File: src/hdl/vco_cal_pkg.sv
/*
 * shared constants and carriers for the calibration and test register bank:
 * register offsets, reset values, field positions, serial frame layout,
 * probe select codes and the packed structs passed between the modules.
 * assumes it is compiled before any design file that names it.
 */
package vco_cal_pkg;

    // ------------------------------------------------------------
    // serial frame layout
    // ------------------------------------------------------------
    localparam int FRAME_BITS = 24;            // rw flag, 15 address bits, 8 data bits
    localparam int HEAD_BITS = 16;             // rw flag plus address
    localparam int ADDR_W = 15;
    localparam int DATA_W = 8;
    localparam logic [4:0] CNT_HEAD = 5'h10;   // bits counted when the header is complete
    localparam logic [4:0] CNT_FRAME = 5'h18;  // bits counted when the frame is complete

    // ------------------------------------------------------------
    // register offsets
    // ------------------------------------------------------------
    localparam logic [14:0] OFS_ADC_CLK_DIV = 15'h0035;
    localparam logic [14:0] OFS_CP_ADJUST = 15'h0036;
    localparam logic [14:0] OFS_TEST_BAND = 15'h0037;
    localparam logic [14:0] OFS_CORE_BIAS = 15'h0038;
    localparam logic [14:0] OFS_MUX_TUNE = 15'h0039;
    localparam logic [14:0] OFS_ADC_OFFSET = 15'h003a;
    localparam logic [14:0] OFS_PUMP_TEST = 15'h003e;
    localparam logic [14:0] OFS_RSVD_A = 15'h003f;
    localparam logic [14:0] OFS_RSVD_B = 15'h0040;
    localparam logic [14:0] OFS_RSVD_C = 15'h0041;

    // ------------------------------------------------------------
    // reset values
    // ------------------------------------------------------------
    localparam logic [7:0] RST_ADC_CLK_DIV = 8'h4c;
    localparam logic [7:0] RST_CP_ADJUST = 8'h30;
    localparam logic [7:0] RST_TEST_BAND = 8'h00;
    localparam logic [7:0] RST_CORE_BIAS = 8'h00;
    localparam logic [7:0] RST_MUX_TUNE = 8'h07;
    localparam logic [7:0] RST_ADC_OFFSET = 8'h55;
    localparam logic [7:0] RST_PUMP_TEST = 8'h0c;
    localparam logic [7:0] RST_RSVD_A = 8'h80;
    localparam logic [7:0] RST_RSVD_B = 8'h50;
    localparam logic [7:0] RST_RSVD_C = 8'h28;

    // ------------------------------------------------------------
    // field positions and write masks
    // ------------------------------------------------------------
    localparam int CORE_LSB = 4;               // core one-hot in [7:4]
    localparam int BIAS_LSB = 0;               // bias code in [3:0]
    localparam int PROBE_LSB = 4;              // probe select in [6:4]
    localparam int TUNE_LSB = 0;               // tune target in [3:0]
    localparam int PUMP_LSB = 2;               // pump test setting in [3:2]
    localparam logic [7:0] MASK_MUX_TUNE = 8'h7f;   // top bit reads zero
    localparam logic [7:0] MASK_PUMP_TEST = 8'h0c;  // only [3:2] writable

    // ------------------------------------------------------------
    // probe select codes and pump modes
    // ------------------------------------------------------------
    localparam logic [2:0] PRB_BUSY = 3'h0;
    localparam logic [2:0] PRB_N_BAND = 3'h1;
    localparam logic [2:0] PRB_R_BAND = 3'h2;
    localparam logic [2:0] PRB_RSVD = 3'h3;
    localparam logic [2:0] PRB_TIMEOUT = 3'h4;
    localparam logic [2:0] PRB_BIAS_MIN = 3'h5;
    localparam logic [2:0] PRB_ADC_BUSY = 3'h6;
    localparam logic [2:0] PRB_LOW = 3'h7;
    localparam logic [1:0] PUMP_TRISTATE = 2'h0;
    localparam logic [1:0] PUMP_NORMAL = 2'h3;

    // ------------------------------------------------------------
    // carriers
    // ------------------------------------------------------------
    typedef struct packed {
        logic [7:0] band;        // core band
        logic [3:0] core_onehot; // bit 3 core a .. bit 0 core d
        logic [3:0] bias_code;   // 0 max bias, f min bias
        logic [3:0] tune_target; // 0.58 v plus 0.15 v per step
    } cal_set_s;

    typedef struct packed {
        logic busy;
        logic n_band;
        logic r_band;
        logic timeout_clk;
        logic bias_min;
        logic adc_busy;
    } probe_s;

endpackage

File: src/hdl/serial_port.sv
/*
 * serial control port slave: 24 bit frames, msb first, sampled on rising
 * serial clock, read data shifted out on falling serial clock.
 * assumes the serial clock is far slower than clk (at least 8 clk per half
 * period) so that both edges are seen after the two flop synchronisers.
 */
`timescale 1ns/1ns
module serial_port (
    // clock and reset
    input wire logic clk,
    input wire logic rst_b,
    // pins
    input wire logic sclk,
    input wire logic cs_b,
    input wire logic sdi,
    output logic sdo,
    output logic sdo_oe,
    // register side
    output logic wr_stb,
    output logic rd_stb,
    output logic [14:0] addr,
    output logic [7:0] wdata,
    input wire logic [7:0] rdata
);

    // ------------------------------------------------------------
    // pin synchronisers
    // ------------------------------------------------------------
    logic [1:0] sclk_sync;     // [0] feeds [1] only
    logic [1:0] cs_sync;
    logic [1:0] sdi_sync;
    logic sclk_last;           // previous synchronised level
    logic [4:0] bit_cnt;       // bits taken in this frame
    logic [23:0] shift_in;     // incoming frame
    logic [7:0] shift_out;     // read data on its way out
    logic reading;             // header asked for a read

    wire sclk_rise = sclk_sync[1] & ~sclk_last;
    wire sclk_fall = ~sclk_sync[1] & sclk_last;
    wire selected = ~cs_sync[1];
    wire [23:0] next_shift = {shift_in[22:0], sdi_sync[1]};
    wire [4:0] next_cnt = bit_cnt + 5'h01;
    wire head_done = sclk_rise & selected & (next_cnt == vco_cal_pkg::CNT_HEAD);
    wire frame_done = sclk_rise & selected & (next_cnt == vco_cal_pkg::CNT_FRAME);

    // two flops on every pin before use
    always_ff @(posedge clk or negedge rst_b) begin
        if (!rst_b) begin
            sclk_sync <= 2'h0;
            cs_sync <= 2'h3;
            sdi_sync <= 2'h0;
            sclk_last <= 1'b0;
        end else begin
            sclk_sync <= {sclk_sync[0], sclk};
            cs_sync <= {cs_sync[0], cs_b};
            sdi_sync <= {sdi_sync[0], sdi};
            sclk_last <= sclk_sync[1];
        end
    end

    // ------------------------------------------------------------
    // frame shifter
    // ------------------------------------------------------------
    // deselect restarts the count, so a short frame is simply dropped
    always_ff @(posedge clk or negedge rst_b) begin
        if (!rst_b) begin
            bit_cnt <= 5'h00;
            shift_in <= 24'h000000;
        end else if (!selected) begin
            bit_cnt <= 5'h00;
        end else if (sclk_rise && bit_cnt != vco_cal_pkg::CNT_FRAME) begin
            bit_cnt <= next_cnt;
            shift_in <= next_shift;
        end
    end

    // register side strobes and captured fields
    always_ff @(posedge clk or negedge rst_b) begin
        if (!rst_b) begin
            wr_stb <= 1'b0;
            rd_stb <= 1'b0;
            addr <= 15'h0000;
            wdata <= 8'h00;
            reading <= 1'b0;
        end else begin
            wr_stb <= frame_done & ~reading;
            rd_stb <= head_done & next_shift[15];
            if (head_done) begin
                addr <= next_shift[14:0];
                reading <= next_shift[15];
            end else if (!selected) begin
                reading <= 1'b0;
            end
            if (frame_done) begin
                wdata <= next_shift[7:0];
            end
        end
    end

    // ------------------------------------------------------------
    // read data out
    // ------------------------------------------------------------
    // loaded the cycle after the header, first bit driven on the next fall
    always_ff @(posedge clk or negedge rst_b) begin
        if (!rst_b) begin
            shift_out <= 8'h00;
            sdo <= 1'b0;
            sdo_oe <= 1'b0;
        end else begin
            sdo_oe <= selected & reading;
            if (rd_stb) begin
                shift_out <= rdata;
            end else if (sclk_fall && reading && selected) begin
                sdo <= shift_out[7];
                shift_out <= {shift_out[6:0], 1'b0};
            end
        end
    end

endmodule // serial_port

File: src/hdl/adc_clk_gen.sv
/*
 * calibration adc clock generator: toggles every 2*div+1 clk cycles so the
 * full period is 4*div+2 cycles of the phase detector clock.
 * assumes clk is the phase detector clock and div comes from a register.
 */
`timescale 1ns/1ns
module adc_clk_gen #(
    parameter int DIV_W = 8
) (
    // clock and reset
    input wire logic clk,
    input wire logic rst_b,
    // control
    input wire logic [DIV_W-1:0] div,
    // output
    output logic adc_clk
);

    // ------------------------------------------------------------
    // half period counter
    // ------------------------------------------------------------
    logic [DIV_W:0] half_cnt;   // counts up to 2*div
    wire [DIV_W:0] half_last = {div, 1'b0};
    wire [DIV_W:0] next_half_cnt = (half_cnt >= half_last) ? '0 : half_cnt + 1'b1;

    // a new divider value takes effect at once, in the current half period
    always_ff @(posedge clk or negedge rst_b) begin
        if (!rst_b) begin
            half_cnt <= '0;
            adc_clk <= 1'b0;
        end else begin
            half_cnt <= next_half_cnt;
            if (half_cnt >= half_last) begin
                adc_clk <= ~adc_clk;
            end
        end
    end

endmodule // adc_clk_gen

File: src/hdl/vco_cal_test_config_regs.sv
/*
 * calibration and test configuration register bank of the synthesizer:
 * adc clock divider, adc offset correction, test overrides for core, band,
 * bias and tune target, calibration probe mux, charge pump test mode and
 * the reserved registers, all reached over the serial control port.
 * assumes clk is the phase detector clock, test_mode_en and the automatic
 * calibration values come from logic on the same clock.
 */
// Overview of operation
// - adc clock is clk over four div plus two
// - band field overrides calibration only in test mode
// - one-hot core select, zero turns all off
// - bias code, zero maximum, fifteen minimum
// - three-bit select routes calibration signal to probe
// - tune target code in test mode, resets seven
// - offset value corrects the adc result
// - pump test field, zero tristate, three normal
// - register 0x40 is read-only, reads 0x50
// - mux and tune register resets 0x07, top zero
`timescale 1ns/1ns
module vco_cal_test_config_regs #(
    parameter int DATA_W = 8
) (
    // clock and reset
    input wire logic clk,
    input wire logic rst_b,
    // serial control port pins
    input wire logic sclk,
    input wire logic cs_b,
    input wire logic sdi,
    output logic sdo,
    output logic sdo_oe,
    // calibration state machine side
    input wire logic test_mode_en,
    input wire vco_cal_pkg::cal_set_s auto_cal,
    input wire vco_cal_pkg::probe_s probes,
    // adc result path
    input wire logic [DATA_W-1:0] adc_raw,
    input wire logic adc_raw_valid,
    output logic [DATA_W-1:0] adc_corrected,
    output logic adc_corrected_valid,
    output logic adc_clk,
    // settings to the analog side
    output vco_cal_pkg::cal_set_s cal_set,
    output logic probe_out,
    output logic [1:0] pump_test_setting,
    output logic [7:0] pump_current_trim,
    output logic [7:0] reserved_a,
    output logic [7:0] reserved_c
);

    // ------------------------------------------------------------
    // register storage
    // ------------------------------------------------------------
    logic [7:0] cal_adc_clock_divider;     // adc clock divider
    logic [7:0] cp_adjust_offset_reserved; // pump trim, left at default
    logic [7:0] test_band_select;          // forced band
    logic [7:0] test_core_and_bias;        // forced core and bias
    logic [7:0] test_mux_and_tune_target;  // probe select and forced tune
    logic [7:0] cal_adc_offset;            // adc offset correction
    logic [7:0] charge_pump_test;          // pump test mode
    logic [7:0] reserved_rw_a;             // reserved, writable
    logic [7:0] reserved_c_reg;            // reserved, writable

    // serial port to register side
    logic wr_stb;
    logic [14:0] addr;
    logic [7:0] wdata;
    logic [7:0] rdata;

    // ------------------------------------------------------------
    // serial port and adc clock
    // ------------------------------------------------------------
    serial_port u_port (
        .clk(clk),
        .rst_b(rst_b),
        .sclk(sclk),
        .cs_b(cs_b),
        .sdi(sdi),
        .sdo(sdo),
        .sdo_oe(sdo_oe),
        .wr_stb(wr_stb),
        .rd_stb(),
        .addr(addr),
        .wdata(wdata),
        .rdata(rdata)
    );

    adc_clk_gen #(
        .DIV_W(8)
    ) u_adc_clk (
        .clk(clk),
        .rst_b(rst_b),
        .div(cal_adc_clock_divider),
        .adc_clk(adc_clk)
    );

    // ------------------------------------------------------------
    // address decode
    // ------------------------------------------------------------
    wire hit_div = (addr == vco_cal_pkg::OFS_ADC_CLK_DIV);
    wire hit_cp = (addr == vco_cal_pkg::OFS_CP_ADJUST);
    wire hit_band = (addr == vco_cal_pkg::OFS_TEST_BAND);
    wire hit_core = (addr == vco_cal_pkg::OFS_CORE_BIAS);
    wire hit_mux = (addr == vco_cal_pkg::OFS_MUX_TUNE);
    wire hit_ofs = (addr == vco_cal_pkg::OFS_ADC_OFFSET);
    wire hit_pump = (addr == vco_cal_pkg::OFS_PUMP_TEST);
    wire hit_ra = (addr == vco_cal_pkg::OFS_RSVD_A);
    wire hit_rb = (addr == vco_cal_pkg::OFS_RSVD_B);
    wire hit_rc = (addr == vco_cal_pkg::OFS_RSVD_C);

    // ------------------------------------------------------------
    // register writes
    // ------------------------------------------------------------
    // the read-only reserved register at 0x40 has no storage at all
    always_ff @(posedge clk or negedge rst_b) begin
        if (!rst_b) begin
            cal_adc_clock_divider <= vco_cal_pkg::RST_ADC_CLK_DIV;
            cp_adjust_offset_reserved <= vco_cal_pkg::RST_CP_ADJUST;
            test_band_select <= vco_cal_pkg::RST_TEST_BAND;
            test_core_and_bias <= vco_cal_pkg::RST_CORE_BIAS;
            test_mux_and_tune_target <= vco_cal_pkg::RST_MUX_TUNE;
            cal_adc_offset <= vco_cal_pkg::RST_ADC_OFFSET;
            charge_pump_test <= vco_cal_pkg::RST_PUMP_TEST;
            reserved_rw_a <= vco_cal_pkg::RST_RSVD_A;
            reserved_c_reg <= vco_cal_pkg::RST_RSVD_C;
        end else if (wr_stb) begin
            if (hit_div) begin
                cal_adc_clock_divider <= wdata;
            end
            if (hit_cp) begin
                cp_adjust_offset_reserved <= wdata;
            end
            if (hit_band) begin
                test_band_select <= wdata;
            end
            if (hit_core) begin
                test_core_and_bias <= wdata;
            end
            if (hit_mux) begin
                test_mux_and_tune_target <= wdata & vco_cal_pkg::MASK_MUX_TUNE;
            end
            if (hit_ofs) begin
                cal_adc_offset <= wdata;
            end
            if (hit_pump) begin
                charge_pump_test <= wdata & vco_cal_pkg::MASK_PUMP_TEST;
            end
            if (hit_ra) begin
                reserved_rw_a <= wdata;
            end
            if (hit_rc) begin
                reserved_c_reg <= wdata;
            end
        end
    end

    // ------------------------------------------------------------
    // read mux
    // ------------------------------------------------------------
    // unmapped offsets read as zero; sampled by the port on rd_stb
    assign rdata = hit_div ? cal_adc_clock_divider :
                   hit_cp ? cp_adjust_offset_reserved :
                   hit_band ? test_band_select :
                   hit_core ? test_core_and_bias :
                   hit_mux ? test_mux_and_tune_target :
                   hit_ofs ? cal_adc_offset :
                   hit_pump ? charge_pump_test :
                   hit_ra ? reserved_rw_a :
                   hit_rb ? vco_cal_pkg::RST_RSVD_B :
                   hit_rc ? reserved_c_reg :
                   8'h00;

    // ------------------------------------------------------------
    // override selection
    // ------------------------------------------------------------
    wire vco_cal_pkg::cal_set_s forced = '{
        band: test_band_select,
        core_onehot: test_core_and_bias[vco_cal_pkg::CORE_LSB +: 4],
        bias_code: test_core_and_bias[vco_cal_pkg::BIAS_LSB +: 4],
        tune_target: test_mux_and_tune_target[vco_cal_pkg::TUNE_LSB +: 4]
    };
    // a zero core field passes through, switching every core off
    wire vco_cal_pkg::cal_set_s next_cal_set = test_mode_en ? forced : auto_cal;

    // ------------------------------------------------------------
    // probe mux
    // ------------------------------------------------------------
    wire [2:0] cal_probe_select = test_mux_and_tune_target[vco_cal_pkg::PROBE_LSB +: 3];

    function automatic logic probe_pick(input logic [2:0] sel, input vco_cal_pkg::probe_s p);
        logic pick;
        pick = 1'b0;
        unique case (sel)
            vco_cal_pkg::PRB_BUSY: pick = p.busy;
            vco_cal_pkg::PRB_N_BAND: pick = p.n_band;
            vco_cal_pkg::PRB_R_BAND: pick = p.r_band;
            vco_cal_pkg::PRB_RSVD: pick = 1'b0;     // reserved code drives low
            vco_cal_pkg::PRB_TIMEOUT: pick = p.timeout_clk;
            vco_cal_pkg::PRB_BIAS_MIN: pick = p.bias_min;
            vco_cal_pkg::PRB_ADC_BUSY: pick = p.adc_busy;
            vco_cal_pkg::PRB_LOW: pick = 1'b0;
        endcase
        return pick;
    endfunction

    wire next_probe = probe_pick(cal_probe_select, probes);

    // ------------------------------------------------------------
    // adc offset correction
    // ------------------------------------------------------------
    // subtract with floor at zero so a small reading cannot wrap to full scale
    wire [DATA_W:0] adc_diff = {1'b0, adc_raw} - {1'b0, cal_adc_offset};
    wire [DATA_W-1:0] next_adc = adc_diff[DATA_W] ? '0 : adc_diff[DATA_W-1:0];

    // ------------------------------------------------------------
    // output registers
    // ------------------------------------------------------------
    // one cycle of latency on every setting keeps the outputs glitch free
    always_ff @(posedge clk or negedge rst_b) begin
        if (!rst_b) begin
            cal_set <= '0;
            probe_out <= 1'b0;
            pump_test_setting <= vco_cal_pkg::PUMP_NORMAL;
            pump_current_trim <= vco_cal_pkg::RST_CP_ADJUST;
            reserved_a <= vco_cal_pkg::RST_RSVD_A;
            reserved_c <= vco_cal_pkg::RST_RSVD_C;
            adc_corrected <= '0;
            adc_corrected_valid <= 1'b0;
        end else begin
            cal_set <= next_cal_set;
            probe_out <= next_probe;
            pump_test_setting <= charge_pump_test[vco_cal_pkg::PUMP_LSB +: 2];
            pump_current_trim <= cp_adjust_offset_reserved;
            reserved_a <= reserved_rw_a;
            reserved_c <= reserved_c_reg;
            adc_corrected_valid <= adc_raw_valid;
            if (adc_raw_valid) begin
                adc_corrected <= next_adc;
            end
        end
    end

endmodule // vco_cal_test_config_regs

File: config.mk
export PLATFORM = sky130hd
export DESIGN_NAME = vco_cal_test_config_regs
export DESIGN_NICKNAME = d
export VERILOG_FILES = /design/src/hdl/vco_cal_pkg.sv /design/src/hdl/serial_port.sv /design/src/hdl/adc_clk_gen.sv /design/src/hdl/vco_cal_test_config_regs.sv
export SDC_FILE = /design/constraint.sdc
export NUM_CORES = 1
export LEC_CHECK = 0
export CAP_MARGIN = 20
export CORE_MARGIN = 4
export CORE_UTILIZATION = 50
export CTS_BUF_LIST = sky130_fd_sc_hd__clkbuf_2 sky130_fd_sc_hd__clkbuf_4 sky130_fd_sc_hd__clkbuf_8
export DETAILED_ROUTE_END_ITERATION = 16
export DONT_BUFFER_PORTS = 1
export PLACE_DENSITY = 0.61
export SLEW_MARGIN = 15
export SYNTH_ARGS = -nofsm -noshare
export SYNTH_HDL_FRONTEND = slang
export SYNTH_SLANG_ARGS = --single-unit
File: constraint.sdc
create_clock -name clk -period 3.1 [get_ports clk]
set_input_delay 0.465 -clock clk [delete_from_list [all_inputs] [get_ports clk]]
set_output_delay 0.465 -clock clk [all_outputs]
set_load 0.01 [all_outputs]
After elaboration in Yosys (flattened, before gate mapping)
Index checks and enable logic that the tools add are counted.

word-level totals
  bits in registers = 194
  bits in latches = 0
  bits in writable memories = 0
  bits in read-only memories = 0
  bits of input ports = 41
  output and inout bits = 59
  logic and storage cells = 113
  memories = 0

cells by class
  add/sub/neg operators = 3
  multiply operators = 0
  divide/modulo/power cells = 0
  order comparisons = 1
  equal/unequal tests = 20
  shift-type cells = 0
  mux-type cells = 20
  bitwise logic cells = 14
  reduce and logical (&&, ||, !) cells = 19

operators by type and width
  operator                                                                number
  15-bit by 6-bit equality test with 1-bit output, second input constant  8
  8-bit 2-to-1 mux                                                        13
  15-bit by 7-bit equality test with 1-bit output, second input constant  2
  2-bit AND reduction                                                     11
  20-bit 2-to-1 mux                                                       1
  3-bit equality test, second input constant                              4
  5-bit equality test, second input constant                              2
  5-bit 2-to-1 mux                                                        2
  9-bit by 1-bit adder with 9-bit output, second input constant           1
  9-bit >= comparator                                                     1
  9-bit 2-to-1 mux                                                        1
  8-bit by 8-bit subtractor with 9-bit output                             1
  1-bit AND                                                               8
  1-bit one-hot mux with 7 select lines                                   1
  3-bit by 2-bit equality test with 1-bit output, second input constant   2
  1-bit NOT                                                               6
  2-bit nonzero test                                                      3
  5-bit by 1-bit adder with 5-bit output, second input constant           1
  5-bit inequality test, second input constant                            1
  3-bit by 1-bit equality test with 1-bit output, second input constant   1
  1-bit logical AND                                                       3
  3-bit logical NOT                                                       1
  1-bit 2-to-1 mux                                                        2
  2-bit OR reduction                                                      1

Logic depth before layout (Yosys ltp)
  depth after elaboration = 12
  depth in mapped cells = 10
  mapped depth without buffers = 10

Modules after synthesis
Synthesis repeated with hierarchy kept, for this count alone.

second synthesis, totals
  cell total of the unflattened synthesis = 655
  area, all modules = 8713.4 um^2

by module, submodules not included
  module                    times used  cells an instance  area an instance (um^2)  seq. area each (um^2)
  vco_cal_test_config_regs  1           418                5492.8                   3057.9
  serial_port               1           168                2543.7                   1579.0
  adc_clk_gen               1           69                 676.9                    250.2

Worst setup path before layout
OpenSTA, ideal clock, no wires.

  kind = register to register
  start point = reg cal_adc_offset[0]
  end point = reg adc_corrected[0]
  library setup time = 0.159 ns
  arrival = 2.284 ns
  required time = 2.941 ns
  slack = 0.657 ns
  cell stages (with the launch flop) = 10
  path buffers = 0
  period minus slack after synthesis = 2.443 ns
  cells stage by stage = dfstp_2 -> ha_1 -> inv_1 -> fa_1 -> nand2_1 -> a21oi_1 -> o21a_1 -> o21a_1 -> o31ai_1 -> o22ai_1

on the way
  longest elaborated chain between the ends = 2

ends and longest elaborated chain
  item                                         line                             source
  start: declaration                           vco_cal_test_config_regs.sv:60   logic [7:0] cal_adc_offset;
  start signal: assignment                     vco_cal_test_config_regs.sv:123  cal_adc_offset <= vco_cal_pkg::RST_ADC_OFFSET;
  start signal: assignment                     vco_cal_test_config_regs.sv:144  cal_adc_offset <= wdata;
  8-bit by 8-bit subtractor with 9-bit output  vco_cal_test_config_regs.sv:213  wire [DATA_W:0] adc_diff = {1'b0, adc_raw} - {1'b0, cal_adc_offset};
  8-bit 2-to-1 mux                             vco_cal_test_config_regs.sv:214  wire [DATA_W-1:0] next_adc = adc_diff[DATA_W] ? '0 : adc_diff[DATA_W-1:0];
  end signal: assignment                       vco_cal_test_config_regs.sv:239  adc_corrected <= next_adc;
  end: declaration                             vco_cal_test_config_regs.sv:40   output logic [DATA_W-1:0] adc_corrected,

Every way passes these cells.
A chain may end at the register's enable or synchronous reset.

Worst setup path after layout
  start point = reg u_port.addr[10]
  end point = reg u_port.shift_out[5]

on the way
  longest elaborated chain between the ends = 12
  elaborated cells on any way between the ends = 21
  classes of those cells = eq/ne: 10; mux: 11

ends and longest elaborated chain
  item                                             line                             source
  start: declaration                               serial_port.sv:21                output logic [14:0] addr,
  start signal: assignment                         serial_port.sv:89                addr <= next_shift[14:0];
  15-bit by 7-bit equality test with 1-bit output  vco_cal_test_config_regs.sv:110  wire hit_rc = (addr == vco_cal_pkg::OFS_RSVD_C);
  8-bit 2-to-1 mux                                 vco_cal_test_config_regs.sv:171  hit_rc ? reserved_c_reg :
  8-bit 2-to-1 mux                                 vco_cal_test_config_regs.sv:170  hit_rb ? vco_cal_pkg::RST_RSVD_B :
  8-bit 2-to-1 mux                                 vco_cal_test_config_regs.sv:169  hit_ra ? reserved_rw_a :
  8-bit 2-to-1 mux                                 vco_cal_test_config_regs.sv:168  hit_pump ? charge_pump_test :
  8-bit 2-to-1 mux                                 vco_cal_test_config_regs.sv:167  hit_ofs ? cal_adc_offset :
  8-bit 2-to-1 mux                                 vco_cal_test_config_regs.sv:166  hit_mux ? test_mux_and_tune_target :
  8-bit 2-to-1 mux                                 vco_cal_test_config_regs.sv:165  hit_core ? test_core_and_bias :
  8-bit 2-to-1 mux                                 vco_cal_test_config_regs.sv:164  hit_band ? test_band_select :
  8-bit 2-to-1 mux                                 vco_cal_test_config_regs.sv:163  hit_cp ? cp_adjust_offset_reserved :
  8-bit 2-to-1 mux (*)                             vco_cal_test_config_regs.sv:162  assign rdata = hit_div ? cal_adc_clock_divider :
  8-bit 2-to-1 mux (*)                             serial_port.sv:111               if (rd_stb) begin
  end signal: assignment                           serial_port.sv:112               shift_out <= rdata;
  end signal: assignment                           serial_port.sv:115               shift_out <= {shift_out[6:0], 1'b0};
  end: declaration                                 serial_port.sv:35                logic [7:0] shift_out;

Mark *: on every way between the ends. The rest lies on a longest branch, timed or not.

==> results.md <==
- Vias/cell: 5.840
- CORE AREA: 0.01670 sq mm
- Final slew viol count: 0
- Post-Layout Cell Count: 906
- Part of the power in the clock network: 37.3%
- Setup Buffers After CTS: 0
- Primary FF master, synth: dfrtp_1
- Crit path time final: 2.470 ns
- FF-to-FF Start: u_port.addr[10]
- Initial antenna violation count: 0
- Dpl ws: 0.6821 ns
- ANT cells: 0
- R2r setup slk: 0.63 ns
- Commonest non-fill, non-tap cell in the layout: dfrtp_1
- RR Endpoint: u_port.shift_out[5]
- RD Place Congestion: 0.9047
- Failing checks: negative hold slack
- Max clock buf depth: 2
- Hold Vio Cnt, Final: 179
- Gr ovfl total: 0
- Post-route setup TNS: 0 ns
- Clock skew: 0.01583 ns
- Number of routed nets with antenna violations: 0
- Worst Path Arrival: 2.87 ns
- Finished Cell Area: 0.009200 sq mm
- Fmax: 404.8 MHz
- Min Hold Slack: -0.3238 ns
- Largest net degree at the start of global routing: 195
- Cell taking the most area after synthesis: dfrtp_1
- Commonest cells after routing, fill and taps aside: dfrtp_1, mux2_2, nor2_1
- Total power: 4.511 mW
- Global-route wire length before repair: 31280 um
- Clock Latency Late Sink: 0.47 ns
- Avg Cell Area, Syn: 12.69 sq um
- Worst Setup End Kind: register
- Worst r2r path cells: 6
- Post-DP HPWL: 13300 um
- Least-Margin Pin Slew: 0.8384 ns
- Die width: 138.8 um
- Fillers: 1433
- GR Util All Layers: 20.46%
- Die area: 0.01926 sq mm
- Number of nets in the layout: 735
- First-pass iteration count of the detailed router: 5
- Register area share after synthesis: 57.14%
- TritonCTS Buffers: 17
- Hold/Removal Path Class: input port to async pin
- Clk pin slew, worst setup/hold paths: 0.10 ns
- Comb pwr share: 3.0%
- Syn_nets: 736
- Final setup fails: 0
- YS warnings: 0
- Port bufs: 0
- Average wire per standard cell: 21.20 um
- Worst vdd ir: 0.3017 mV
- DR vias: 5291
- Post-CTS Hold Buffers: 4
- Clock sink total: 194
- Initial DRC count: 433
- DRT Wirelength: 19210 um
- Max Cap Violations: 0
- Max reg flops: 20
- Synth Register Bits: 194
- Die height: 138.8 um
- Cells after synthesis: 674
- Clock root cell: clkbuf_8
- Sw Ratio: 22.50%
- Placed cell count: 870
- Area grow syn2layout: 7.563%
- Setup Crit Path Kind: register to register
- Cell variety after synth: 66
- Int Pwr: 3.496 mW
- Vias in the first global route: 5469
- Htree depth: 4
- Crit Path Max Fanout: 9
- RSZ-0062 raised after global routing: false
- Area post-placement: 0.008750 sq mm
- EDFF count, synth: 0
- Initial Util: 51.21%
- P_sw: 1.015 mW
- Status: finished with violations
- I/O Pins: 100
- Final core occ: 55.09%
- Synth Cell Area: 0.008553 sq mm
- Post_cts resized: 0
- CP required: 3.50 ns
- Slew headroom: 44.11%
- Setup ws final: 0.6296 ns
- Fraction of registers with async set/reset: 100.0%
- Leak: 4.220 nW
- # DRC: 0
- Yosys top cell area share: 49.15%
- Fraction of layout cells with a size suffix above 1: 30.32%
- Largest cells by area after synthesis: dfrtp_1, mux2_2, dfstp_2, ha_1, nor2_1
- # rows: 47
- Power Dens Cells: 490.3 mW/mm^2
- Worst setup SP type: register
- Reg power frac: 59.7%
- Tcrit/Tclk final: 79.69%
- CTS tree: done
[area by class of cell]
type / count / area (sq um) / area share, %
inverter: 35 / 131.4 / 1.428
clock buffer: 21 / 282.8 / 3.074
multi-input combinational: 417 / 3426 / 37.24
clock inverter: 11 / 127.6 / 1.387
timing repair buffer: 8 / 70.07 / 0.7616
sequential: 194 / 4887 / 53.12
tap: 220 / 275.3 / 2.992
[worst max path at each step]
stage | start | end | depth (start not counted)
floorplan | cal_adc_offset[0] | adc_corrected[0] | 9
global placement | u_port.addr[10] | reserved_rw_a[6] | 4
detailed placement | u_port.addr[10] | u_port.shift_out[5] | 6
CTS | u_port.addr[10] | u_port.shift_out[5] | 6
global route | u_port.addr[10] | u_port.shift_out[5] | 6
finish | u_port.addr[10] | u_port.shift_out[5] | 6
[power groups by stage]
stage | clock [mW] | sequential, mW | combinational [mW]
after floorplan | 0 | 2.72 | 0.119
after global placement | 0 | 2.74 | 0.124
after detailed placement | 0 | 2.75 | 0.130
after CTS | 1.73 | 2.70 | 0.135
after global routing | 1.85 | 2.71 | 0.149
final | 1.68 | 2.69 | 0.134
[kinds of logic after synthesis]
family | synth area share [%]
DFF | 57.14
and+or+nand+nor | 9.377
muxes | 18.10
AOI/OAI and AO/OA | 7.680
buffers and inverters | 2.809
adders and majority gates | 3.160
xor gates and xnor gates | 1.741
[worst max-delay path, stage by stage, from the launching register on]
cell,delay [ns]
dfrtp_1,0.40
nor4_1,0.63
nand4_2,0.41
nor3_4,0.34
a22oi_1,0.15
a311o_1,0.34
a21oi_1,0.14
[layer usage]
metal | part of all wire (%) | vias up | global-route usage [%] | routed length, um
met1 | 44 | 2694 | 27.86 | 8502
met5 | 0 | - | 0 | 0
li1 | - | 2415 | - | -
met2 | 49 | 150 | 32.93 | 9343
met3 | 5.1 | 32 | 4.862 | 973
met4 | 2.0 | 0 | 6.128 | 391
[Yosys cell counts (8+ instances only)]
master / instances
a21oi_1: 25
clkbuf_1: 20
dfrtp_1: 168
dfstp_2: 26
ha_1: 20
inv_1: 35
mux2_2: 131
nand2_1: 24
nand2b_1: 11
nand3_1: 17
nor2_1: 36
nor2b_1: 8
o21ai_0: 21
o22ai_1: 11
xor2_1: 12
Power figures use the tool's default switching activity.
